[src/verilog/card_regs_defines.svh]
// Constants for the card register set: command codes, fields, defaults
// Assumes one 20 MHz system clock; fields are sent most significant first
// How it works
// - Conditions word is 32 bits, its reserved ranges always read zero
// - Bits 23..15 are one; bit 7 is one only on the dual-voltage build
// - Top conditions bit stays low until power-up ends, then goes high
// - A busy card drives its busy bit low on the shared open-drain line
// - Registers are reached only through their own commands
// - Identity is 128 bits: maker code on top, then 16-bit OEM code
// - Product name sits in bits 103..56 as six ASCII characters
// - Revision byte holds major digit high nibble, minor digit low nibble
// - Serial number is a 32-bit unsigned integer in bits 47..16
// - Date byte holds month (1 is January) high, year from 1997 low
// - Identity bits 7..1 hold a CRC7 of the contents, bit 0 reads one
// - Each card returns its own identity, set here by a serial strap
// - Only programmable specific-data fields change, only by CMD27
// - Read-only fields fixed, write-once fields take one write, others many
// - Specific data is 128 bits: structure version, then spec version
// - Multi-bit fields are unsigned binary, leftmost bit most significant
// - Every card holds the conditions word and returns it on request
// - Structure version code 2 marks version 1.2
`ifndef CARD_REGS_DEFINES_SVH
`define CARD_REGS_DEFINES_SVH
`define SYS_CLK_PERIOD_NS    50
`define POWERUP_TIME_US      1000
`define CMD_READ_CONDITIONS  6'h01
`define CMD_ALL_IDENTITY     6'h02
`define CMD_READ_SPECIFIC    6'h09
`define CMD_READ_IDENTITY    6'h0A
`define CMD_PROGRAM_SPECIFIC 6'h1B
`define WORD_BITS            8'h80
`define COND_BITS            8'h20
`define LAST_RX_BIT          8'h7F
`define COND_VOLT_RANGE      9'h1FF
`define CRC7_POLY            7'h09
`define SPEC_STRUCTURE_VAL   2'h2
`define SPEC_VERSION_VAL     4'h4
`define SPEC_ACCESS_TIME     8'h26
`define SPEC_CLOCK_ACCESS    8'h01
`define SPEC_TRAN_SPEED      8'h2A
`define SPEC_CLASSES         12'h0F5
`define SPEC_BLOCK_LEN       4'h9
`define SPEC_CURR_MIN        3'h6
`define SPEC_PROG_RESET      16'h0001
`define SPEC_FMT_GRP_BIT     15
`define SPEC_COPY_BIT        14
`define SPEC_PERM_BIT        13
`define SPEC_TMP_BIT         12
`endif

[src/verilog/card_regs_pkg.sv]
// Types shared by the card register set modules
// Assumes the constants header is compiled alongside
package card_regs_pkg;
  typedef enum logic [1:0] {PH_IDLE, PH_SEND, PH_RECV, PH_COMMIT} phase_type;
  typedef struct packed {
    logic       valid;
    logic [5:0] index;
  } cmd_req_type;
  typedef struct packed {
    logic valid;
    logic data;
  } prog_bit_type;
  typedef struct packed {
    phase_type    phase;
    logic [15:0]  pcnt;
    logic         ready;
    logic         strap_taken;
    logic [31:0]  serial;
    logic [15:0]  prog;
    logic [3:0]   locked;
    logic [127:0] rx;
    logic [7:0]   rx_cnt;
    logic         prog_done;
    logic         prog_error;
  } regs_state_type;
  typedef struct packed {
    logic [127:0] sh;
    logic [7:0]   left;
    logic         od;
    logic         line_out;
    logic         line_oe;
    logic         lost;
  } shift_state_type;
endpackage : card_regs_pkg

[src/verilog/card_register_set.sv]
// Card register set: conditions word, identity and specific data
// Assumes commands and program bits arrive decoded and synchronous
`include "card_regs_defines.svh"
module card_register_set #(
  parameter logic         DUAL_VOLTAGE   = 1'b1,
  // Arbitrary neutral identity values
  parameter logic [7:0]   MAKER_CODE     = 8'h5A,
  parameter logic [15:0]  OEM_CODE       = 16'h0000,
  parameter logic [47:0]  PRODUCT_NAME   = 48'h434152443031,
  parameter logic [7:0]   PRODUCT_REV    = 8'h10,
  parameter logic [7:0]   MAKE_DATE      = 8'h10,
  parameter logic [11:0]  DEVICE_SIZE    = 12'hFFF,
  parameter logic [2:0]   SIZE_MULT      = 3'h7,
  parameter logic [2:0]   CURR_MAX       = 3'h6,
  parameter logic [14:0]  GROUP_SIZES    = 15'h0000,
  parameter logic [2:0]   WRITE_FACTOR   = 3'h0,
  parameter logic         CONTENT_PROT   = 1'b0,
  parameter int unsigned  POWERUP_CYCLES =
    (`POWERUP_TIME_US * 1000 + `SYS_CLK_PERIOD_NS - 1) / `SYS_CLK_PERIOD_NS
) (
  // Clock and reset
  input  wire logic                       sys_clk,
  input  wire logic                       resetn,
  input  wire logic                       clk_en,
  // Decoded command and program bits
  input  wire card_regs_pkg::cmd_req_type  cmd,
  input  wire card_regs_pkg::prog_bit_type prog,
  // Identity strap
  input  wire logic [31:0]                serial_strap,
  // Open-drain or push-pull response line
  input  wire logic                       line_in,
  output logic                            line_out,
  output logic                            line_oe,
  // Status
  output logic                            power_ready,
  output logic                            prog_done,
  output logic                            prog_error
);
  card_regs_pkg::regs_state_type st;
  card_regs_pkg::regs_state_type nxt;
  logic [31:0]                   cond_word;
  logic [119:0]                  ident_body;
  logic [6:0]                    ident_crc;
  logic [127:0]                  ident_word;
  logic [127:0]                  spec_word;
  logic                          take_cmd;
  logic                          start;
  logic [127:0]                  ld_word;
  logic [7:0]                    ld_len;
  logic                          ld_od;
  logic                          tx_active;
  logic                          tx_lost;
  logic                          in_commit;
  logic                          spec_msb;

  function automatic logic responds(input logic [5:0] idx,
                                    input logic       rdy);
    logic any_ready;
    any_ready = (idx == `CMD_ALL_IDENTITY) || (idx == `CMD_READ_SPECIFIC) ||
                (idx == `CMD_READ_IDENTITY) ||
                (idx == `CMD_PROGRAM_SPECIFIC);
    return (idx == `CMD_READ_CONDITIONS) || (rdy && any_ready);
  endfunction : responds

  function automatic logic ro_bad(input logic [127:0] rx,
                                  input logic [127:0] cur);
    logic [127:0] d;
    d = rx ^ cur;
    d[121:120] = 2'h0;
    d[75:74] = 2'h0;
    d[20:17] = 4'h0;
    return |d[127:16];
  endfunction : ro_bad

  // Conditions word
  assign cond_word = {st.ready, 7'h00, `COND_VOLT_RANGE, 7'h00,
                      DUAL_VOLTAGE, 7'h00};

  // Identity word
  assign ident_body = {MAKER_CODE, OEM_CODE, PRODUCT_NAME, PRODUCT_REV,
                       st.serial, MAKE_DATE};

  card_crc7 u_crc (
    .data (ident_body),
    .crc  (ident_crc)
  );

  assign ident_word = {ident_body, ident_crc, 1'b1};

  // Specific data word
  assign spec_word = {`SPEC_STRUCTURE_VAL, `SPEC_VERSION_VAL,
                      2'h0, `SPEC_ACCESS_TIME, `SPEC_CLOCK_ACCESS,
                      `SPEC_TRAN_SPEED, `SPEC_CLASSES, `SPEC_BLOCK_LEN,
                      4'h0, 2'h0, DEVICE_SIZE, `SPEC_CURR_MIN, CURR_MAX,
                      `SPEC_CURR_MIN, CURR_MAX, SIZE_MULT, GROUP_SIZES,
                      1'b1, 2'h0, WRITE_FACTOR, `SPEC_BLOCK_LEN, 1'b0,
                      4'h0, CONTENT_PROT, st.prog[15:1],
                      1'b1};

  assign take_cmd = clk_en && (st.phase == card_regs_pkg::PH_IDLE) &&
                    cmd.valid && responds(cmd.index, st.ready);
  assign in_commit = (st.phase == card_regs_pkg::PH_COMMIT);
  assign spec_msb = spec_word[127];

  always_comb
  begin
    nxt = st;
    start = 1'b0;
    ld_word = '0;
    ld_len = 8'h00;
    ld_od = 1'b0;
    if (clk_en)
    begin
      nxt.prog_done = 1'b0;
      if (!st.strap_taken)
      begin
        nxt.serial = serial_strap;
        nxt.strap_taken = 1'b1;
      end
      if (!st.ready)
      begin
        if (st.pcnt == 16'(POWERUP_CYCLES - 1))
          nxt.ready = 1'b1;
        else
          nxt.pcnt = st.pcnt + 16'h0001;
      end
      case (st.phase)
        card_regs_pkg::PH_IDLE:
        begin
          if (take_cmd)
          begin
            case (cmd.index)
              `CMD_READ_CONDITIONS:
              begin
                start = 1'b1;
                ld_word = {cond_word, 96'h0};
                ld_len = `COND_BITS;
                ld_od = 1'b1;
              end
              `CMD_ALL_IDENTITY:
              begin
                start = 1'b1;
                ld_word = ident_word;
                ld_len = `WORD_BITS;
                ld_od = 1'b1;
              end
              `CMD_READ_IDENTITY:
              begin
                start = 1'b1;
                ld_word = ident_word;
                ld_len = `WORD_BITS;
              end
              `CMD_READ_SPECIFIC:
              begin
                start = 1'b1;
                ld_word = spec_word;
                ld_len = `WORD_BITS;
              end
              default:
              begin
                nxt.rx_cnt = 8'h00;
                nxt.prog_error = 1'b0;
              end
            endcase
            nxt.phase = start ? card_regs_pkg::PH_SEND :
                                card_regs_pkg::PH_RECV;
          end
        end
        card_regs_pkg::PH_SEND:
        begin
          if (!tx_active)
            nxt.phase = card_regs_pkg::PH_IDLE;
        end
        card_regs_pkg::PH_RECV:
        begin
          if (prog.valid)
          begin
            nxt.rx = {st.rx[126:0], prog.data};
            nxt.rx_cnt = st.rx_cnt + 8'h01;
            if (st.rx_cnt == `LAST_RX_BIT)
              nxt.phase = card_regs_pkg::PH_COMMIT;
          end
        end
        card_regs_pkg::PH_COMMIT:
        begin
          nxt.phase = card_regs_pkg::PH_IDLE;
          nxt.prog_done = 1'b1;
          if (ro_bad(st.rx, spec_word))
            nxt.prog_error = 1'b1;
          else
          begin
            if (!st.locked[3])
            begin
              nxt.prog[`SPEC_FMT_GRP_BIT] = st.rx[`SPEC_FMT_GRP_BIT];
              nxt.locked[3] = 1'b1;
            end
            if (!st.locked[2])
            begin
              nxt.prog[`SPEC_COPY_BIT] = st.rx[`SPEC_COPY_BIT];
              nxt.locked[2] = 1'b1;
            end
            if (!st.locked[1])
            begin
              nxt.prog[`SPEC_PERM_BIT] = st.rx[`SPEC_PERM_BIT];
              nxt.locked[1] = 1'b1;
            end
            if (!st.locked[0])
            begin
              nxt.prog[11:10] = st.rx[11:10];
              nxt.locked[0] = 1'b1;
            end
            nxt.prog[`SPEC_TMP_BIT] = st.rx[`SPEC_TMP_BIT];
            nxt.prog[9:1] = st.rx[9:1];
            nxt.prog[0] = 1'b1;
          end
        end
        default:
        begin
          nxt.phase = card_regs_pkg::PH_IDLE;
        end
      endcase
    end
  end

  always_ff @(posedge sys_clk or negedge resetn)
  begin
    if (!resetn)
    begin
      st <= '0;
      st.prog <= `SPEC_PROG_RESET;
    end
    else
      st <= nxt;
  end

  card_shifter u_shift (
    .sys_clk  (sys_clk),
    .resetn   (resetn),
    .clk_en   (clk_en),
    .start    (start),
    .word     (ld_word),
    .len      (ld_len),
    .od       (ld_od),
    .line_in  (line_in),
    .line_out (line_out),
    .line_oe  (line_oe),
    .active   (tx_active),
    .lost     (tx_lost)
  );

  assign power_ready = st.ready;
  assign prog_done   = st.prog_done;
  assign prog_error  = st.prog_error;
endmodule : card_register_set

[src/verilog/card_crc7.sv]
// CRC7 over a 120-bit field, most significant bit first
// Assumes a purely combinational use
`include "card_regs_defines.svh"
module card_crc7 (
  // Data
  input  wire logic [119:0] data,
  // Checksum
  output logic      [6:0]   crc
);
  logic [6:0] chain [0:120];

  assign chain[0] = 7'h00;
  genvar i;
  generate
    for (i = 0; i < 120; i = i + 1)
    begin : g_step
      logic fb;
      assign fb = data[119 - i] ^ chain[i][6];
      assign chain[i + 1] = {chain[i][5:0], 1'b0} ^ (fb ? `CRC7_POLY : 7'h00);
    end
  endgenerate
  assign crc = chain[120];
endmodule : card_crc7

[src/verilog/card_shifter.sv]
// Serialises a response word onto the command line, top bit first
// Assumes the line is sampled on the same clock; clk_en freezes it
module card_shifter (
  // Clock and reset
  input  wire logic         sys_clk,
  input  wire logic         resetn,
  input  wire logic         clk_en,
  // Load
  input  wire logic         start,
  input  wire logic [127:0] word,
  input  wire logic [7:0]   len,
  input  wire logic         od,
  // Line
  input  wire logic         line_in,
  output logic              line_out,
  output logic              line_oe,
  // Status
  output logic              active,
  output logic              lost
);
  card_regs_pkg::shift_state_type st;
  card_regs_pkg::shift_state_type nxt;
  logic                           bit_now;

  always_comb
  begin
    nxt = st;
    bit_now = 1'b0;
    if (clk_en)
    begin
      if (start)
      begin
        nxt.sh = word;
        nxt.left = len;
        nxt.od = od;
        nxt.lost = 1'b0;
        bit_now = word[127];
        nxt.line_oe = od ? !bit_now : 1'b1;
        nxt.line_out = od ? 1'b0 : bit_now;
      end
      else if (st.left != 8'h00)
      begin
        if (st.od && st.sh[127] && !line_in)
        begin
          nxt.lost = 1'b1;
          nxt.left = 8'h00;
          nxt.line_oe = 1'b0;
          nxt.line_out = 1'b0;
        end
        else
        begin
          nxt.sh = {st.sh[126:0], 1'b0};
          nxt.left = st.left - 8'h01;
          bit_now = st.sh[126];
          nxt.line_oe = (nxt.left == 8'h00) ? 1'b0 :
                        (st.od ? !bit_now : 1'b1);
          nxt.line_out = (st.od || nxt.left == 8'h00) ? 1'b0 : bit_now;
        end
      end
    end
  end

  always_ff @(posedge sys_clk or negedge resetn)
  begin
    if (!resetn)
      st <= '0;
    else
      st <= nxt;
  end

  assign line_out = st.line_out;
  assign line_oe  = st.line_oe;
  assign active   = (st.left != 8'h00);
  assign lost     = st.lost;
endmodule : card_shifter

[config.mk]
export PLATFORM = sky130hd
export DESIGN_NAME = card_register_set
export DESIGN_NICKNAME = d
export VERILOG_FILES = /design/src/verilog/card_regs_pkg.sv /design/src/verilog/card_register_set.sv /design/src/verilog/card_crc7.sv /design/src/verilog/card_shifter.sv
export VERILOG_INCLUDE_DIRS = /design/src /design/src/verilog
export SDC_FILE = /design/constraint.sdc
export NUM_CORES = 1
export LEC_CHECK = 0
export BUFFER_PORTS_ARGS = -buffer_cell sky130_fd_sc_hd__buf_4
export CORE_ASPECT_RATIO = 1.2
export CORE_MARGIN = 2
export CORE_UTILIZATION = 45
export DETAILED_ROUTE_END_ITERATION = 8
export GPL_TIMING_DRIVEN = 0
export PLACE_DENSITY = 0.61
export SETUP_SLACK_MARGIN = 0.02
export SYNTH_ARGS = -nofsm -noshare
export SYNTH_HDL_FRONTEND = slang
export SYNTH_SLANG_ARGS = --single-unit
[constraint.sdc]
create_clock -name sys_clk -period 3.18 [get_ports sys_clk]
set_input_delay 0.636 -clock sys_clk [delete_from_list [all_inputs] [get_ports sys_clk]]
set_output_delay 0.636 -clock sys_clk [all_outputs]
set_load 0.005 [all_outputs]
After elaboration in Yosys (flattened, before gate mapping). Cells that the tools add are included. W data, S select, Z words.

Word-level logic and storage cells: 247. Output and inout bits: 5. Input bits: 45. Flip-flop bits (word level): 345.

Muxes and demuxes: 88. $add $sub $neg: 3. Reductions and logical operators: 39. Bitwise logic cells: 80. Equal/unequal tests: 17.

Operator list (number): $mux W128 (4); $pmux W128 S3 (1); $mux W136 (2); $xor A7 B7 Y7 (38); $mux W4 (40); $xor A128 B128 Y128 (1); $reduce_or A104 Y1 (1); $mux W8 (6); $pmux W8 S2 (2); $xor A1 B1 Y1 (31); $mux W1 (23); $add A16 B1 Y16 const B (1); $eq A16 B15 Y1 const B (1); $reduce_and A4 Y1 (4); $reduce_and A5 Y1 (3); $eq A6 B4 Y1 const B (2); $mux W2 (6); $ne A2 B2 Y1 const B (6); $reduce_and A3 Y1 (4); $add A8 B1 Y8 const B (1); $eq A8 B7 Y1 const B (1); $logic_not A8 Y1 (1); $not A1 Y1 (8); $pmux W2 S4 (1); other kinds (21) (39).

Logic depth before layout (Yosys ltp). Gate-level depths: netlist of run 1.

Word-level depth: 118. Depth in mapped cells: 11. Gate-level depth less buffers: 9.

Cells and area by module. A second synthesis of run 1 with hierarchy kept.

Cell total of the unflattened synthesis: 1536. Area total of the unflattened synthesis: 18620.4 um^2.

By module, submodules not included: card_register_set (seq. area each 5154.9 um^2, cells each 652, instances 1, area an instance 8818.5 um^2); card_shifter (seq. area each 3503.4 um^2, cells each 661, instances 1, area an instance 6754.0 um^2); card_crc7 (seq. area each 0.0 um^2, cells each 223, instances 1, area an instance 3047.9 um^2).

Worst setup path before layout of run 1. Ideal clock, no wire load.

Path kind: register to register. Start point: register st (netlist bit ident_body[33]). End point: register u_shift.st[16] (netlist bit). Arrival time: 2.434 ns. Setup time: 0.124 ns. Path slack: 0.623 ns. Clock period less this slack: 2.557 ns. Required time: 3.056 ns. Cell stages (with the launch flop): 8. Path buffers: 0. Cells stage by stage: dfrtp_1 > xnor2_1 > xnor3_1 > xnor3_2 > xnor3_2 > xnor3_1 > a21oi_1 > a21oi_1.

Cells in the longest elaborated chain, start to end: 52. Elaborated cells between the ends (all ways): 73. Those cells by class: mux (24); bitwise (49).

RTL lines: start: declaration (line card_register_set.sv:39) `card_regs_pkg::regs_state_type st;`; start signal: assignment (line card_register_set.sv:233) `st <= nxt;`; $xor A1 B1 Y1 * (line card_crc7.sv:18) `assign fb = data[119 - i] ^ chain[i][6];`; $mux W4 * (line card_crc7.sv:19) `` assign chain[i + 1] = {chain[i][5:0], 1'b0} ^ (fb ? `CRC7_POLY : 7'h00); ``; $xor A7 B7 Y7 * (4 in a row) (line card_crc7.sv:19); $xor A1 B1 Y1 / $xor A7 B7 Y7 (equally long branches) (line card_crc7.sv:18, card_crc7.sv:19); $mux W4 / $xor A7 B7 Y7 (equally long branches) (line card_crc7.sv:19); $xor A7 B7 Y7 * (4 in a row) (line card_crc7.sv:19); $xor A1 B1 Y1 / $xor A7 B7 Y7 (equally long branches) (line card_crc7.sv:18, card_crc7.sv:19); $mux W4 / $xor A7 B7 Y7 (equally long branches) (line card_crc7.sv:19); (+28 left out); $mux W4 (line card_crc7.sv:19); $xor A7 B7 Y7 * (3 in a row) (line card_crc7.sv:19); $xor A7 B4 Y7 * (line card_crc7.sv:19); $pmux W128 S3 * (line card_register_set.sv:132) `case (cmd.index)`; $mux W128 * (line card_register_set.sv:130) `if (take_cmd)`; $mux W128 * (line card_register_set.sv:127) `case (st.phase)`; $mux W128 * (line card_register_set.sv:112) `if (clk_en)`; $mux W136 * (line card_shifter.sv:31) `if (start)`; end signal: assignment (line card_shifter.sv:68) `st <= nxt;`; end: declaration (line card_shifter.sv:21) `card_regs_pkg::shift_state_type st;`.

Mark *: on every way between the ends. The rest lies on a longest branch, timed or not. A chain may end at the register's enable or synchronous reset.

Final worst setup path of run 1.
Start point: register u_shift.st[4] (netlist bit). End point: register u_shift.st[17] (netlist bit).

Cells in the longest elaborated chain, start to end: 3.

RTL lines: $reduce_bool A8 Y1 (line card_shifter.sv:41) `else if (st.left != 8'h00)`; $reduce_bool A2 Y1 (no source line); $reduce_and A3 Y1 (no source line).

Every way passes these cells.

==> results.md, run 1 <==
- The slew of the pin with the lowest slew margin is 1099 ps.
- Along the worst path, the maximum fanout reaches 10.
- In the routed design, unresolved DRC markers number 0.
- Buffers inserted during clock tree synthesis total 37.
- Setup violations remaining at the end of the flow were counted as 0.
- Cells with a size suffix above 1 make up 22.86% of the layout.
- In this run the remaining antenna-violating nets after routing total 0.
- The number of antenna diodes is 0.
- Counting every sink on the clock net gives 345.
- For this run, the slowest stage of the critical path takes 440 ps.
- For this design the ratio of total power to cell area is 746.5 mW/mm².
- In this run the horizontal extent of the chip is 171.7 µm.
- The largest family of logic cells by synthesized area is multiplexers.
- Wires add up to 31.32 mm.
- The post-synthesis mux area share is 13.12%.
- In the final layout, flip-flops and latches occupy 0.008633 mm².
- The post-synthesis share of cell area spent on xor and xnor gates is 6.070%.
- The net count reported at finish is 1442.
- The via count normalized by instance count is 5.334.
- Counting flops with a built-in enable in the synthesized netlist gives 0.
- The maximum VDD drop is 673.1 µV.
- The die covers 0.03525 mm².
- The tree is rooted in a sky130_fd_sc_hd__clkbuf_16.
- The top achievable clock speed is 339.8 MHz.
- Among all flip-flop cells after synthesis, the most frequent one is sky130_fd_sc_hd__dfrtp_1.
- In the final layout, the multi-input gates occupy 0.006225 mm².
- Setup repair after global routing could not meet its margin everywhere.
- Yosys mapped the design onto 51 distinct sky130hd cell types.
- The detailed router finished its first iteration with 743 violations.
- For this run, the total global-route usage over all layers was measured as 18.51%.
- The count of standard-cell rows is 73.
- In this run the worst hold path is classified as primary input to asynchronous set/reset pin.
- The cell type group with the largest total delay on the critical path is buffers and inverters.
- The final route contains 9985 vias.
- For this run the aggregate overflow at the end of global routing stands at 0.
- The maximum number of pins on one net before global-route repair is 123.
- The largest clock skew in the final design is 9.689 ps.
- The layout has 2890 filler cells.
- The headroom to the max-slew limit is 26.15%.
- The net count after synthesis is 1350.
- The fraction of the mapped netlist area in compound gates is 10.83%.
- The required time of the critical path is 3560 ps.
- After synthesis, flip-flops and latches occupy 56.83% of the total area.
- For this run, the number of Yosys warnings is 0.
- The cell taking the most area after synthesis is sky130_fd_sc_hd__dfrtp_1.
- The final hold violation count is 0.
- Measured along the y axis, the die boundary spans 205.3 µm.
- For this run, asynchronously set or reset flops after synthesis account for 100.0%.
- Sorting the synthesized cells by area gives the leading types as sky130_fd_sc_hd__dfrtp_1 57%, sky130_fd_sc_hd__mux2_2 13%, sky130_fd_sc_hd__o21ai_0 3.9%.
- The type of the worst setup path is flop to flop.
- The instance count of the mapped netlist is 1301.
- The area share of the largest cell type after synthesis is 56.83%.
- The number of storage elements in the synthesis netlist is 345.
- The number of detailed-routing iterations run before antenna repair is 5.
- A synthesized cell averages 11.68 µm².
- After clock tree synthesis, the clock-pin slew on the worst setup and hold paths is 60 ps.
- The wire-length estimate of the detail-placed layout is 21.27 mm.
- Counting along the longest clock path gives a buffer depth of 3.
- The initial antenna violation count is 0.
- Dividing the final minimum period by the clock period gives 92.53%.
- The mapped cell area is 0.01519 mm².
- The cell repeated most along the worst path is sky130_fd_sc_hd__clkbuf_4.
- The simple-gate area share of the yosys netlist is 10.45%.
- The type of destination of the critical path is a flop.
- The synthesized netlist devotes 0.3295% of its cell area to adder and majority cells.
- Summed over all cells, the static leakage comes to 8.323 nW.
- The clock latency reported for the late side of the worst-skew pair is 530 ps.
- On the final layout, the worst hold slack is 71.17 ps.
- In this run the tool buffered the top-level ports with 49 buffer cells.
- TritonCTS built the clock tree.
- The run finished with clean final reports.
- The critical path contains buffers and inverters numbering 4 combined.
- The category of the worst setup path launch point is a flop.
- The synthesis-to-finish area growth is 15.33%.
- The via count of the first global-routing pass came to 10110.
- The slowest cell on the critical path is sky130_fd_sc_hd__dfrtp_1.
- For the worst setup path, the data arrival time is 3330 ps.
- After clock tree synthesis, the flow added hold-fix buffers numbering 0.
- In the final routed layout, each cell accounts on average for 16.73 µm.
- Traced cell by cell, the critical path runs through inv_1, ha_1, nor4b_4, nand2_1, and2_1, o21ai_2, buf_4, clkbuf_4, clkbuf_4, o221ai_1.
- The number of H-tree branching levels is 2.
- The count of pins over their slew limit came to 0.
- After detailed placement, the total cell area comes to 0.01621 mm².
- Once the floorplan was initialized, standard cells occupied 45.82% of the core.
- The region available for standard cell placement spans 0.03316 mm².
- Pin placement for this block handled 50 I/O pins.
- The first-pass GRT wire length is 52.58 mm.
- The total non-filler cell area in the finished layout is 0.01752 mm².
- Max-cap violations in this run came to 0.
- The clock period minus final worst setup slack is 2943 ps.
- Routability-driven placement finished with a final weighted congestion of 0.8198.
-- path summary, 6_finish.rpt --
| path | end | slack [ps] | cells after the start | start |
|---|---|---|---|---|
| worst max register to register | u_shift.st[17] | 240 | 10 | u_shift.st[4] |
| worst min-delay path | u_shift.st[40] | 70 | 1 | resetn |
| worst max-delay path | u_shift.st[17] | 240 | 10 | u_shift.st[4] |
| min in group sys_clk | ident_body[16] | 340 | 2 | serial_strap[8] |
| max in group asynchronous | st[118] | 1750 | 3 | resetn |
| worst min register to register | st[207] | 460 | 1 | st[207] |
-- worst reg2reg max path, cell delays in order (launching register included) --
cell,delay [ps]
sky130_fd_sc_hd__dfrtp_1,440
sky130_fd_sc_hd__inv_1,100
sky130_fd_sc_hd__ha_1,250
sky130_fd_sc_hd__nor4b_4,300
sky130_fd_sc_hd__nand2_1,200
sky130_fd_sc_hd__and2_1,200
sky130_fd_sc_hd__o21ai_2,300
sky130_fd_sc_hd__buf_4,280
sky130_fd_sc_hd__clkbuf_4,280
sky130_fd_sc_hd__clkbuf_4,270
sky130_fd_sc_hd__o221ai_1,170
-- flip-flops by register name, indices dropped and copies added, names as in the netlist --
register          cells
prog_done             1
ident_body           32
u_shift.line_out      1
u_shift.line_oe       1
st                  156
power_ready           1
spec_word            15
u_shift.st          137
prog_error            1
-- stage by stage --
| stage | utilization [%] | setup TNS (ps) | setup WS, ps | std cells | power [W] |
|---|---|---|---|---|---|
| 2_1_floorplan | - | 0 | 622.5 | 1301 | 0.007887 |
| 3_3_place_gp | 48.62 | -724690 | -1828 | 1800 | 0.008678 |
| 3_5_place_dp | 48.90 | -108050 | -986.6 | 1803 | 0.008736 |
| 4_1_cts | 52.75 | 0 | 51.37 | 1871 | 0.01325 |
| 5_1_grt | 52.84 | -11.38 | -11.38 | 1872 | 0.01382 |
| 6_report | 52.84 | 0 | 237.5 | 1872 | 0.01308 |
-- routing by layer --
metal / up-vias / part of all wire [%] / GRT usage [%]
met5: - / 0 / 0
met4: 0 / 2.1 / 5.297
met3: 45 / 3.5 / 3.058
met2: 161 / 50 / 31.17
met1: 4980 / 45 / 24.71
li1: 4799 / - / -
-- what timing repair did --
action | 4_1_cts | 5_1_grt
setup endpoints to repair | 131 | 98
buffers inserted | 0 | 1
resized for setup | 5 | 13
-- kinds of logic (layout without fill, tap and decap cells) --
kind of cell / count (synthesis) / after routing
adder cells (fa/ha/maj): 4 / 4
flip-flops: 345 / 345
AO/OA/AOI/OAI: 290 / 290
AND/OR/NAND/NOR: 323 / 323
multiplexers: 177 / 177
buffers and inverters: 91 / 212
XOR/XNOR: 71 / 71
-- cell usage after synthesis, types with 15 or more instances --
| master | n |
|---|---|
| sky130_fd_sc_hd__a21oi_1 | 115 |
| sky130_fd_sc_hd__clkbuf_1 | 64 |
| sky130_fd_sc_hd__and3_1 | 45 |
| sky130_fd_sc_hd__nand2_1 | 140 |
| sky130_fd_sc_hd__nor4_1 | 17 |
| sky130_fd_sc_hd__xnor2_1 | 33 |
| sky130_fd_sc_hd__dfrtp_1 | 345 |
| sky130_fd_sc_hd__nor2_1 | 39 |
| sky130_fd_sc_hd__o21ai_0 | 117 |
| sky130_fd_sc_hd__nor3_1 | 15 |
| sky130_fd_sc_hd__mux2_2 | 177 |
| sky130_fd_sc_hd__a22o_1 | 27 |
| sky130_fd_sc_hd__xor2_1 | 16 |
-- power breakdown --
part           internal, W  leakage [nW]  switching (W)
Combinational      0.00183          3.03        0.00165
Clock              0.00266         0.627        0.00175
Sequential         0.00483          4.66       0.000350
Total              0.00933          8.32        0.00375
-- final cells by class --
class | count | area share (%)
timing repair buffer | 53 | 2.657
multi-input combinational | 865 | 35.53
inverter | 9 | 0.1928
clock buffer | 54 | 6.292
sequential | 345 | 49.28
buffer | 82 | 1.943
clock inverter | 14 | 0.8927
tap | 450 | 3.214
-- cell usage in the layout (no fill, tap or decap), types with 15 or more instances in the layout --
cell type / n
sky130_fd_sc_hd__nor3_1: 15
sky130_fd_sc_hd__mux2_2: 177
sky130_fd_sc_hd__buf_4: 50
sky130_fd_sc_hd__and3_1: 45
sky130_fd_sc_hd__nand2_1: 140
sky130_fd_sc_hd__clkbuf_16: 39
sky130_fd_sc_hd__a22o_1: 27
sky130_fd_sc_hd__nor4_1: 17
sky130_fd_sc_hd__dfrtp_1: 345
sky130_fd_sc_hd__clkbuf_1: 68
sky130_fd_sc_hd__nor2_1: 38
sky130_fd_sc_hd__o21ai_0: 116
sky130_fd_sc_hd__a21oi_1: 114
sky130_fd_sc_hd__xor2_1: 16
sky130_fd_sc_hd__xnor2_1: 33
(Power assumes the default switching activity.)
==> run 2, diff against run 1 <==
clock period = 2.9 ns   (was 3.18 ns; I/O delays follow)
==> results.md, run 2 (synthesis gave the netlist of run 1 again) <==
- The core outline area is 0.03316 mm² (unchanged).
- The number of violations of the max-capacitance limit is 0 (unchanged).
- The total CTS buffers is 37 (unchanged).
- RSZ-0062 raised after global routing: true (unchanged).
- The commonest non-fill, non-tap cell in the layout is sky130_fd_sc_hd__dfrtp_1 (unchanged).
- The buffer cell driving the clock tree root is sky130_fd_sc_hd__clkbuf_16 (unchanged).
- The cell leakage power is 8.377 nW (was 8.323 nW).
- The type of destination of the critical path is a flop (unchanged).
- The final weighted congestion in routability-driven placement is 0.8198 (unchanged).
- The proportion of power drawn by combinational gates is 26.7% (was 26.6%).
- The global-route congestion overflow total is 0 (unchanged).
- The category of the worst setup path launch point is a flop (unchanged).
- The required time of the critical path is 3310 ps (was 3560 ps).
- The setup TNS was 0 ps (unchanged).
- The maximum VDD drop is 741.4 µV (was 673.1 µV).
- The worst-case hold slack was 12.79 ps (was 71.17 ps).
- The overall power of the completed layout is 0.01436 W (was 0.01308 W).
- The vertical extent of the die is 205.3 µm (unchanged).
- The maximum net fanout on the critical path was 4 (was 10).
- The part of the cycle the worst path needs is 94.58% (was 92.53%).
- The arrival time at the worst endpoint was 3160 ps (was 3330 ps).
- The proportion of total power due to net switching is 28.73% (was 28.69%).
- The total routed wirelength was 31.37 mm (was 31.32 mm).
- The met2 wirelength from detailed routing came to 15.68 mm (was 15.57 mm).
- The effective utilization at floorplan was 45.82% (unchanged).
- The number of H-tree branching levels is 2 (unchanged).
- The utilization after layout is 53.15% (was 52.84%).
- The count of clock tree sinks was 345 (unchanged).
- The clock period minus final worst setup slack is 2743 ps (was 2943 ps).
- The initial antenna violation count is 0 (unchanged).
- The clock share of power is 33.7% (was 33.8%).
- The internal power consumption is 0.01024 W (was 0.009326 W).
- The via count normalized by instance count was 5.326 (was 5.334).
- The slew of the pin with the lowest slew margin is 1078 ps (was 1099 ps).
- The die footprint is 0.03525 mm² (unchanged).
- The sequential group share of total power came to 39.6% (about the same).
- The die span in x came to 171.7 µm (unchanged).
- The number of endpoints failing setup at the final stage is 0 (unchanged).
- The register ranked first by flip-flop count is st (unchanged).
- The detailed placer's ending HPWL was 21.27 mm (unchanged).
- The maximum root-to-sink buffer count is 3 (unchanged).
- The overall via count from detail_route is 9986 (was 9985).
- The top achievable clock speed is 364.6 MHz (was 339.8 MHz).
- The I/O pin count was 50 (unchanged).
- The length of routed met3 wiring was 1.005 mm (was 1.082 mm).
- The uppermost layer routed is met4 (unchanged).
- The number of placed cells counting well taps was 1803 (unchanged).
- Outcome: finished clean (unchanged).
- The synthesis-to-finish area growth is 16.00% (was 15.33%).
- The largest clock skew in the final design is 7.698 ps (was 9.689 ps).
- Most used cells in the layout excluding fill and tap cells: 344 x sky130_fd_sc_hd__dfrtp_1, 177 x sky130_fd_sc_hd__mux2_2, 139 x sky130_fd_sc_hd__nand2_1, 116 x sky130_fd_sc_hd__o21ai_0, 114 x sky130_fd_sc_hd__a21oi_1 (was 345 x sky130_fd_sc_hd__dfrtp_1, 177 x sky130_fd_sc_hd__mux2_2, 140 x sky130_fd_sc_hd__nand2_1, 116 x sky130_fd_sc_hd__o21ai_0, 114 x sky130_fd_sc_hd__a21oi_1).
- The number of routed nets with antenna violations is 0 (unchanged).
- The via count of the first global-routing pass was 10120 (was 10110).
- The class of the most critical hold timing path was primary input to asynchronous set/reset pin (unchanged).
- The clock tree from TritonCTS is built (unchanged).
- The layout cell share with drive strength beyond 1 is 24.00% (was 22.86%).
- The number of DRC markers in iteration 0 came to 727 (was 743).
- The count of standard-cell rows is 73 (unchanged).
- The final hold violation count is 0 (unchanged).
- The final non-filler cell total is 1875 (was 1872).
- The headroom to the max-slew limit came to 27.56% (was 26.15%).
- The clock latency reported for the late side of the worst-skew pair came to 530 ps (about the same).
- The overall fraction of global-route tracks in use came to 18.53% (was 18.51%).
- The power density over the cells is 815.0 mW/mm² (was 746.5 mW/mm²).
- The net count reported at finish is 1445 (was 1442).
- The post-detailed-route wirelength per cell is 16.73 µm (about the same).
- The first-pass GRT wire length is 52.63 mm (was 52.58 mm).
- The number of antenna diodes is 0 (unchanged).
- The clock transition time at the flip-flop clock pins of the worst setup and hold paths is 60 ps (about the same).
- The detailed-route DRC error count is 0 (unchanged).
- The count of pins over their slew limit is 0 (unchanged).
- The met1 wire length came to 14.07 mm (was 14.00 mm).
- The type of the worst setup path is flop to flop (unchanged).
- The maximum number of pins on one net before global-route repair is 123 (unchanged).
- The switching power is 0.004126 W (was 0.003752 W).
- The number of detailed-routing iterations run before antenna repair was 5 (unchanged).
- The count of input and output buffers is 49 (unchanged).
- The flip-flop count of the largest register, all copies and words added is 156 (unchanged).
[run 2: cell types whose count changed in the layout (fill, tap and decap cells not counted), moves of 2 or more]
cell / change
sky130_fd_sc_hd__buf_4: +5
sky130_fd_sc_hd__clkbuf_4: -2
sky130_fd_sc_hd__clkbuf_2: +7
sky130_fd_sc_hd__clkbuf_1: -9
[run 2: through the flow]
| stage | area (µm²) | setup WS, ps |
|---|---|---|
| after CTS | 17520 | 20.12 |
| final | 17620 | 157.1 |
| after global placement | 16120 | -2052 |
| after detailed placement | 16210 | -1211 |
| after floorplan | 15190 | 342.5 |
| after global routing | 17620 | 2.558 |
[run 2: critical path: stages (launching register included)]
cell and delay (ps):
sky130_fd_sc_hd__dfrtp_1 440, sky130_fd_sc_hd__xnor2_1 340, sky130_fd_sc_hd__xnor3_1 380, sky130_fd_sc_hd__xnor3_2 440, sky130_fd_sc_hd__xnor3_2 440, sky130_fd_sc_hd__xnor3_1 380, sky130_fd_sc_hd__a21oi_1 160, sky130_fd_sc_hd__a21oi_1 50
[run 2: path summary, 6_finish.rpt]
kind | slack [ps] | start | cells after the start | endpoint
setup / recovery | 160 | ident_body[37] | 7 | u_shift.st[16]
hold reg to reg | 460 | st[207] | 1 | st[207]
hold / removal | 10 | resetn | 1 | u_shift.st[40]
min in group sys_clk | 280 | serial_strap[29] | 2 | ident_body[37]
setup reg to reg | 160 | ident_body[37] | 7 | u_shift.st[16]
max in group asynchronous | 1530 | resetn | 3 | st[118]
[run 2: power groups by stage]
stage                     Clock [W]  Sequential [W]  Combinational [W]
after CTS                   0.00499         0.00568            0.00387
after floorplan                   0         0.00564            0.00301
after global routing        0.00518         0.00575            0.00424
final                       0.00484         0.00568            0.00384
after detailed placement          0         0.00575            0.00383
after global placement            0         0.00574            0.00377
[run 2: area by class of cell]
| cell class | count | area [µm²] |
|---|---|---|
| Clock buffer | 54 | 1102 |
| Tap cell | 450 | 563.0 |
| Timing Repair Buffer | 57 | 508.0 |
| Buffer | 81 | 352.8 |
| Inverter | 9 | 33.78 |
| Clock inverter | 14 | 156.4 |
| Multi-Input combinational cell | 865 | 6270 |
| Sequential cell | 345 | 8635 |
| Fill cell | 2886 | 15530 |
[run 2: per-layer routing]
metal  vias to the layer above  GRT usage [%]
met4                         0          5.297
met5                         -              0
met2                       153          31.17
li1                       4811              -
met3                        37          3.058
met1                      4985          24.76
[run 2: repair_timing]
item,in CTS,in global routing
hold buffers,0,0
endpoints found under the hold margin,0,0
resized for setup,15,27
endpoints found under the setup margin,150,138
pin swaps,0,1
buffers inserted,0,5
cloned,0,0
